==> src/design/psrc_map.svh <==
`ifndef PSRC_MAP_SVH
`define PSRC_MAP_SVH

// ****************************************
// register offsets (byte addresses)
// ****************************************
`define PSRC_OFS_MISC 8'h40
`define PSRC_OFS_PERIPH 8'h44

// ****************************************
// reset values and writable bits
// ****************************************
`define PSRC_RST_MISC 32'h0000_0000
`define PSRC_RST_PERIPH 32'h0000_0000
`define PSRC_WR_MASK_MISC 32'h0001_0048
`define PSRC_WR_MASK_PERIPH 32'h070F_5137
`define PSRC_READ_ZERO 32'h0000_0000

// ****************************************
// field positions, misc register
// ****************************************
`define PSRC_BIT_CONV 16
`define PSRC_BIT_SLEEP 6
`define PSRC_BIT_WDOG 3

// ****************************************
// field positions, peripheral register
// ****************************************
`define PSRC_BIT_CMP_LO 24
`define PSRC_BIT_CMP_HI 26
`define PSRC_BIT_GPC_LO 16
`define PSRC_BIT_GPC_HI 19
`define PSRC_BIT_TWU1 14
`define PSRC_BIT_TWU0 12
`define PSRC_BIT_QDEC 8
`define PSRC_BIT_SSER_LO 4
`define PSRC_BIT_SSER_HI 5
`define PSRC_BIT_ASER_LO 0
`define PSRC_BIT_ASER_HI 2

`endif

==> src/design/psrc_pkg.sv <==
package psrc_pkg;

  // wishbone request as seen by the slave
  typedef struct packed {
    logic cyc;
    logic stb;
    logic we;
    logic [3:0] sel;
    logic [7:0] adr;
    logic [31:0] dat;
  } psrc_wb_req_s;

  // per-peripheral reset lines, high holds the unit in reset
  typedef struct packed {
    logic conv_zero_reset;
    logic sleep_power_unit_reset_bit;
    logic watchdog_reset_bit;
    logic [2:0] analog_comparator_reset;
    logic [3:0] gp_counter_reset;
    logic two_wire_unit_one_reset;
    logic two_wire_unit_zero_reset;
    logic quadrature_decoder_reset;
    logic [1:0] sync_serial_reset;
    logic [2:0] async_serial_reset;
  } psrc_resets_s;

  typedef enum logic {
    PSRC_IDLE = 1'b0,
    PSRC_ACK = 1'b1
  } psrc_bus_state_e;

endpackage

==> src/design/psrc_wb_slave.sv <==
`timescale 1ns/10ps
`include "psrc_map.svh"

module psrc_wb_slave (
  // clock and reset
  input wire logic clk,
  input wire logic rst,
  // bus request
  input psrc_pkg::psrc_wb_req_s req,
  // decoded answer
  output logic ack,
  output logic take_read,
  output logic commit_misc,
  output logic commit_periph
);

  // ****************************************
  // handshake state
  // ****************************************
  psrc_pkg::psrc_bus_state_e state_reg;
  psrc_pkg::psrc_bus_state_e state_next;
  logic active;

  assign active = req.cyc & req.stb;

  always_comb begin
    state_next = state_reg;
    unique case (state_reg)
      psrc_pkg::PSRC_IDLE: begin
        if (active) begin
          state_next = psrc_pkg::PSRC_ACK;
        end
      end
      // ack lasts one cycle, then drops even if stb lingers
      psrc_pkg::PSRC_ACK: begin
        state_next = psrc_pkg::PSRC_IDLE;
      end
    endcase
  end

  always_ff @(posedge clk) begin
    if (rst) begin
      state_reg <= psrc_pkg::PSRC_IDLE;
    end else begin
      state_reg <= state_next;
    end
  end

  // ****************************************
  // decode
  // ****************************************
  assign ack = (state_reg == psrc_pkg::PSRC_ACK);
  assign take_read = active & (state_reg == psrc_pkg::PSRC_IDLE);
  // writes land on the edge where the master sees ack
  assign commit_misc = ack & active & req.we & (req.adr == `PSRC_OFS_MISC);
  assign commit_periph = ack & active & req.we & (req.adr == `PSRC_OFS_PERIPH);

endmodule

==> src/design/psrc_ctrl.sv <==
// Function
// - misc writes masked by first capabilities
// - peripheral writes masked by second capabilities
// - misc register at 0x040, RW, resets zero
// - peripheral register at 0x044, RW, resets zero
// - misc bit 16 resets converter zero
// - misc bit 6 resets sleep power unit
// - misc bit 3 resets watchdog
// - reserved bits read-only, read zero
// - bits 26..24 reset comparators two..zero
// - bits 19..16 reset counters three..zero
// - bit 14 two-wire one, 12 zero
// - bit 8 resets quadrature decoder
// - bits 5,4 reset sync serial one,zero
// - bits 2..0 reset async serial two..zero
`timescale 1ns/10ps
`include "psrc_map.svh"

module psrc_ctrl (
  // clock and reset
  input wire logic clk,
  input wire logic rst,
  // wishbone slave
  input wire logic wb_cyc_i,
  input wire logic wb_stb_i,
  input wire logic wb_we_i,
  input wire logic [3:0] wb_sel_i,
  input wire logic [7:0] wb_adr_i,
  input wire logic [31:0] wb_dat_i,
  output logic [31:0] wb_dat_o,
  output logic wb_ack_o,
  // present-unit masks from the capabilities block
  input wire logic [31:0] capabilities_reg_one,
  input wire logic [31:0] capabilities_reg_two,
  // peripheral reset lines
  output psrc_pkg::psrc_resets_s resets
);

  // ****************************************
  // bus front end
  // ****************************************
  psrc_pkg::psrc_wb_req_s req;
  logic take_read;
  logic commit_misc;
  logic commit_periph;

  assign req.cyc = wb_cyc_i;
  assign req.stb = wb_stb_i;
  assign req.we = wb_we_i;
  assign req.sel = wb_sel_i;
  assign req.adr = wb_adr_i;
  assign req.dat = wb_dat_i;

  psrc_wb_slave u_slave (
    .clk(clk),
    .rst(rst),
    .req(req),
    .ack(wb_ack_o),
    .take_read(take_read),
    .commit_misc(commit_misc),
    .commit_periph(commit_periph)
  );

  // ****************************************
  // write masks
  // ****************************************
  logic [31:0] lane_mask;
  logic [31:0] eff_misc;
  logic [31:0] eff_periph;

  genvar lane;
  generate
    for (lane = 0; lane < 4; lane++) begin : g_lane
      assign lane_mask[lane*8 +: 8] = {8{wb_sel_i[lane]}};
    end
  endgenerate

  // absent units and reserved bits can never be written
  assign eff_misc = lane_mask & capabilities_reg_one & `PSRC_WR_MASK_MISC;
  assign eff_periph = lane_mask & capabilities_reg_two & `PSRC_WR_MASK_PERIPH;

  // ****************************************
  // control registers
  // ****************************************
  logic [31:0] misc_reg;
  logic [31:0] misc_next;
  logic [31:0] periph_reg;
  logic [31:0] periph_next;
  logic [31:0] rdata_reg;
  logic [31:0] rdata_next;

  always_comb begin
    misc_next = misc_reg;
    periph_next = periph_reg;
    if (commit_misc) begin
      misc_next = (misc_reg & ~eff_misc) | (wb_dat_i & eff_misc);
    end
    if (commit_periph) begin
      periph_next = (periph_reg & ~eff_periph) | (wb_dat_i & eff_periph);
    end
  end

  // read data is captured on the request edge so it is a flop output
  always_comb begin
    rdata_next = rdata_reg;
    if (take_read) begin
      unique case (wb_adr_i)
        `PSRC_OFS_MISC: rdata_next = misc_reg;
        `PSRC_OFS_PERIPH: rdata_next = periph_reg;
        default: rdata_next = `PSRC_READ_ZERO;
      endcase
    end
  end

  always_ff @(posedge clk) begin
    if (rst) begin
      misc_reg <= `PSRC_RST_MISC;
      periph_reg <= `PSRC_RST_PERIPH;
      rdata_reg <= `PSRC_READ_ZERO;
    end else begin
      misc_reg <= misc_next;
      periph_reg <= periph_next;
      rdata_reg <= rdata_next;
    end
  end

  assign wb_dat_o = rdata_reg;

  // ****************************************
  // reset fan-out
  // ****************************************
  // lines come straight from the register flops: no glitches into units
  assign resets.conv_zero_reset = misc_reg[`PSRC_BIT_CONV];
  assign resets.sleep_power_unit_reset_bit = misc_reg[`PSRC_BIT_SLEEP];
  assign resets.watchdog_reset_bit = misc_reg[`PSRC_BIT_WDOG];
  assign resets.analog_comparator_reset =
    periph_reg[`PSRC_BIT_CMP_HI:`PSRC_BIT_CMP_LO];
  assign resets.gp_counter_reset = periph_reg[`PSRC_BIT_GPC_HI:`PSRC_BIT_GPC_LO];
  assign resets.two_wire_unit_one_reset = periph_reg[`PSRC_BIT_TWU1];
  assign resets.two_wire_unit_zero_reset = periph_reg[`PSRC_BIT_TWU0];
  assign resets.quadrature_decoder_reset = periph_reg[`PSRC_BIT_QDEC];
  assign resets.sync_serial_reset =
    periph_reg[`PSRC_BIT_SSER_HI:`PSRC_BIT_SSER_LO];
  assign resets.async_serial_reset =
    periph_reg[`PSRC_BIT_ASER_HI:`PSRC_BIT_ASER_LO];

  logic wr_m;
  logic wr_p;
  assign wr_m = commit_misc;
  assign wr_p = commit_periph;
endmodule

==> config.mk <==
export PLATFORM = sky130hd
export DESIGN_NAME = psrc_ctrl
export DESIGN_NICKNAME = d
export VERILOG_FILES = /design/src/design/psrc_pkg.sv /design/src/design/psrc_wb_slave.sv /design/src/design/psrc_ctrl.sv
export VERILOG_INCLUDE_DIRS = /design/src /design/src/design
export SDC_FILE = /design/constraint.sdc
export NUM_CORES = 1
export LEC_CHECK = 0
export ABC_CLOCK_PERIOD_IN_PS = 1500
export BUFFER_PORTS_ARGS = -buffer_cell sky130_fd_sc_hd__clkbuf_2
export CAP_MARGIN = 25
export CORE_MARGIN = 2
export CORE_UTILIZATION = 34
export CTS_CLUSTER_DIAMETER = 80
export DETAILED_ROUTE_END_ITERATION = 8
export GPL_TIMING_DRIVEN = 1
export HOLD_SLACK_MARGIN = 0.02
export PLACE_DENSITY = 0.76
export SYNTH_ARGS = -nofsm -noshare
export SYNTH_HDL_FRONTEND = slang
export SYNTH_SLANG_ARGS = --single-unit
==> constraint.sdc <==
create_clock -name clk -period 1.5 [get_ports clk]
set_input_delay 0.075 -clock clk [delete_from_list [all_inputs] [get_ports clk]]
set_output_delay 0.075 -clock clk [all_outputs]
set_load 0.005 [all_outputs]
# Word-level counts from Yosys, hierarchy flattened
# Index checks and enable logic that the tools add are counted.
[classes] bitwise_logic=17 n_eq_ne=2 muxes=3
[op_table] op="bitwise AND 32 bit" count=2
[op_table] op="OR 32 bit" count=2
[op_table] op="case mux 32 bit (2 select lines)" count=1
[op_table] op="bitwise AND 32 x 17 -> 32 bit" count=1
[op_table] op="bitwise AND 32 x 27 -> 32 bit" count=1
[op_table] op="inverter 17 -> 32 bit" count=1
[op_table] op="inverter 27 -> 32 bit" count=1
[op_table] op="bitwise AND 27 bit" count=1
[op_table] op="bitwise AND 17 bit" count=1
[op_table] op="equality test 8 x 7 -> 1 bit (second input constant)" count=2
[op_table] op="bitwise AND 1 bit" count=6
[op_table] op="case mux 1 bit (2 select lines)" count=1
[op_table] op="2-to-1 mux 1 bit" count=1
[op_table] op="inverter 1 bit" count=1
[word_totals] register_bits=97 out_inout_bits=51 in_bits=113

# Depth between registers and ports, before layout
[depth] ltp_word=4 ltp_mapped=5 ltp_nobuf=3

# By module
# Synthesis repeated with hierarchy kept, for this count alone.
[hier_totals] cells_unflattened=152 hier_area_um2=1497.7
[by_module_without_submodules] mod="psrc_ctrl" n_inst=1 seq_area_each_um2=700.7 cells_per_inst=142 area_per_inst_um2=1421.4
[by_module_without_submodules] mod="psrc_wb_slave" n_inst=1 seq_area_each_um2=20.0 cells_per_inst=10 area_per_inst_um2=76.3

# Worst setup path after synthesis
# Ideal clock, no wire load.
[synth_timing] path_type="flip-flop to flip-flop" startpoint="register u_slave.state_reg, in the netlist u_slave.ack" endpoint="register with a tool-made name" stages_incl_launch_ff=5 t_arrival_ps=1409 slack_ps=19 synth_period_minus_slack_ps=1481 required_time_ps=1428 path_cell_list="dfxtp_1 > nand4_1 > buf_2 > nor4_2 > mux2i_1"
[synth_rtl] item="start, declared" line_no="psrc_wb_slave.sv:20" text="psrc_pkg::psrc_bus_state_e state_reg;"
[synth_rtl] item="start signal, assigned" line_no="psrc_wb_slave.sv:43" text="state_reg <= psrc_pkg::PSRC_IDLE;"
[synth_rtl] item="start signal, assigned" line_no="psrc_wb_slave.sv:45" text="state_reg <= state_next;"

==> reports/qor.json <==
{
  "grt_pass1_vias": {"value": 1604},
  "worst-endpoint-required": {"value": 1.71, "unit": "ns"},
  "synth_top_flop_cell": {"value": "dfxtp_1"},
  "timing_worst_slew_pin_value": {"value": 0.662, "unit": "ns"},
  "numPortBuffers": {"value": 87},
  "worstReg2RegStart": {"value": "u_slave.ack$_SDFF_PP0_"},
  "synth_cell_type_count": {"value": 27},
  "drt_iter0_drc": {"value": 40},
  "ys_warn_count": {"value": 0},
  "final_layout_size_suffix_gt1_share": {"value": 45.2, "unit": "%"},
  "post-route-util": {"value": 49.1, "unit": "%"},
  "antenna_violating_nets_post_route": {"value": 0},
  "synth.cell_area": {"value": 0.00187, "unit": "mm²"},
  "floorplan.io_pins": {"value": 164},
  "globalRoute.totalOverflow": {"value": 0},
  "tritoncts.num_buffers": {"value": 5},
  "layout.nets": {"value": 404},
  "hold_path.startpoint": {"value": "wb_dat_i[4]"},
  "drv_cap": {"value": 0},
  "design.core.area": {"value": 0.00541, "unit": "mm²"},
  "tritoncts": {"value": "built"},
  "bufs_on_longest_clock_path": {"value": 2},
  "final_number_of_setup_violating_endpoints": {"value": 0},
  "drtPass1Iterations": {"value": 4},
  "synth_edf_count": {"value": 0},
  "ff_latch_count_synth": {"value": 36},
  "final.setup_skew": {"value": 0.00395, "unit": "ns"},
  "tritoncts_num_sinks": {"value": 36},
  "power_leakage": {"value": 0.00123, "unit": "µW"},
  "syn_inst": {"value": 190},
  "clk_latency": {"value": 0.28, "unit": "ns"},
  "cts_root_buf": {"value": "clkbuf_8"},
  "grt_first_pass_wirelength": {"value": 7320, "unit": "µm"},
  "crit_path_start_kind": {"value": "flip-flop"},
  "drt-total-wl": {"value": 4890, "unit": "µm"},
  "startpoint": {"value": "u_slave.ack$_SDFF_PP0_"},
  "dp_slack": {"value": -0.226, "unit": "ns"},
  "outcome": {"value": "completed"},
  "clk_pin_slew_worst_paths": {"value": 0.07, "unit": "ns"},
  "dr_total_vias": {"value": 1719},
  "final_report_hold_violation_count": {"value": 0},
  "multi_input_area": {"value": 0.00111, "unit": "mm²"},
  "cts_max_level": {"value": 2},
  "post-route-period-util": {"value": 99.0, "unit": "%"},
  "initial_utilization": {"value": 34.7, "unit": "%"},
  "areaGrowthSynthToFinish": {"value": 41.6, "unit": "%"},
  "timing.critical_path.fanout_max": {"value": 6},
  "post-route-drc-count": {"value": 0},
  "seqCellArea": {"value": 722, "unit": "µm²"},
  "track_usage": {"value": 15.2, "unit": "%"},
  "antenna_cells": {"value": 0},
  "slew_viol_final": {"value": 0},
  "rsz0062_at_grt": {"value": "true"},
  "timing.critical_path.to_type": {"value": "flip-flop"},
  "routed_wire_length_per_instance": {"value": 13.4, "unit": "µm"},
  "holdCritPathClass": {"value": "in2reg"},
  "via_per_inst": {"value": 4.72},
  "floorplan.rows": {"value": 27},
  "worstPathArrival": {"value": 1.70, "unit": "ns"},
  "grt_antenna_before_repair": {"value": 0},
  "die_area": {"value": 0.00612, "unit": "mm²"},
  "synth.yosys.seq_area_share": {"value": 38.5, "unit": "%"},
  "period_needed": {"value": 1.49, "unit": "ns"},
  "die_w": {"value": 78.2, "unit": "µm"},
  "gp_congestion": {"value": 0.720},
  "hpwl": {"value": 3600, "unit": "µm"},
  "rr_worst_depth": {"value": 6},
  "die_h": {"value": 78.2, "unit": "µm"},
  "grt_start_max_net_pins": {"value": 22},
  "synth_async_sr_flop_share": {"value": 0, "unit": "%"},
  "p_per_area": {"value": 761, "unit": "mW/mm²"},
  "worst_slew_margin_relative_to_its_limit": {"value": 55.8, "unit": "%"},
  "ir_worst_vdd": {"value": 0.000578, "unit": "V"},
  "setup.reg_to_reg.worst_slack": {"value": 0.01, "unit": "ns"},
  "postSynthAreaPerCell": {"value": 9.86, "unit": "µm²"},
  "final.fill_count": {"value": 518},
  "highest_clock_rate": {"value": 0.673, "unit": "GHz"},
  "postLayoutSetupSlackWorst": {"value": 0.0147, "unit": "ns"},
  "hold-path-cell-count": {"value": 3},
  "critical_path_class": {"value": "reg2reg"}
}
==> cell families (layout without fill, tap and decap cells) <==
logic type / count (synthesis) / in the layout / synth area share, %
AND/OR/NAND/NOR: 90 / 90 / 33.4
flip-flops: 36 / 36 / 38.5
buffers and inverters: 27 / 115 / 10.3
multiplexers: 19 / 19 / 10.2
other: 1 / 15 / 0.200
AO/OA/AOI/OAI: 17 / 17 / 7.34
==> Yosys cell counts, types with 3 or more instances <==
| cell type | n | area (µm²) |
|---|---|---|
| a21oi_1 | 3 | 15.0 |
| a22o_1 | 14 | 123 |
| buf_2 | 4 | 20.0 |
| buf_4 | 15 | 113 |
| clkbuf_1 | 5 | 18.8 |
| dfxtp_1 | 36 | 721 |
| mux2i_1 | 18 | 180 |
| nand2_1 | 20 | 75.1 |
| nand2b_1 | 35 | 219 |
| nand4_1 | 4 | 25.0 |
| nor4_1 | 8 | 50.1 |
| nor4_2 | 8 | 100 |
| nor4_4 | 3 | 63.8 |
==> stage by stage <==
stage | instance area [µm²] | TNS (ns) | power, µW | hold WS, ns | cells
after floorplan | 1930 | 0 | 1100 | 0.161 | 204
after global placement | 2400 | -2.81 | 1180 | 0.319 | 353
after detailed placement | 2400 | -3.85 | 1180 | 0.322 | 353
after CTS | 2520 | 0 | 2030 | 0.0246 | 361
after global routing | 2650 | -0.714 | 2110 | 0.0337 | 364
final | 2650 | 0 | 2020 | 0.0313 | 364
==> layer usage <==
layer,vias up,global-route usage (%),wire length [µm]
met4,0,4.74,19
met1,795,18.7,2220
met2,67,25.9,2390
met3,4,3.79,262
li1,853,-,-
met5,-,0,0
==> layout make-up <==
type	instances	area share (%)
clock buffers	5	2.59
repair buffers	107	23.3
well taps	72	3.39
multi-input cells	141	41.9
flip-flops and latches	36	27.2
clock inverters	3	1.60
==> cells in the final DEF, fill, tap and decap left out, drive strengths merged, types with 2 or more instances in the layout <==
master and n:
a21oi 3, nor4 19, conb 15, buf 20, nand3b 2, mux2i 18
clkbuf 92, or4b 2, nand4 4, nand2 20, a22o 14, dfxtp 36
nand2b 35
==> worst max-delay path by stage <==
stage	cells after the start	to
5_1_grt	5	flip-flop
6_report	6	flip-flop
3_3_place_gp	6	flip-flop
3_5_place_dp	6	flip-flop
4_1_cts	6	flip-flop
2_1_floorplan	4	flip-flop
==> repair_timing <==
item	CTS	global route
pin swaps	1	5
setup endpoints to repair	15	29
resized for setup	2	19
hold buffers	0	0
setup buffers	0	2
cloned	0	1
==> where the power goes <==
group | internal, µW | switching, µW
sequential | 956 | 0.879
clock | 492 | 351
combinational | 102 | 116
total | 1550 | 469
==> critical path: stages, from the launching register on <==
cell and delay [ns]:
dfxtp_2 0.34, buf_6 0.10, nand4_1 0.16, buf_4 0.21, buf_12 0.14, nor4_4 0.24
mux2i_1 0.21
Note: power is estimated with default switching activity, not from simulation.
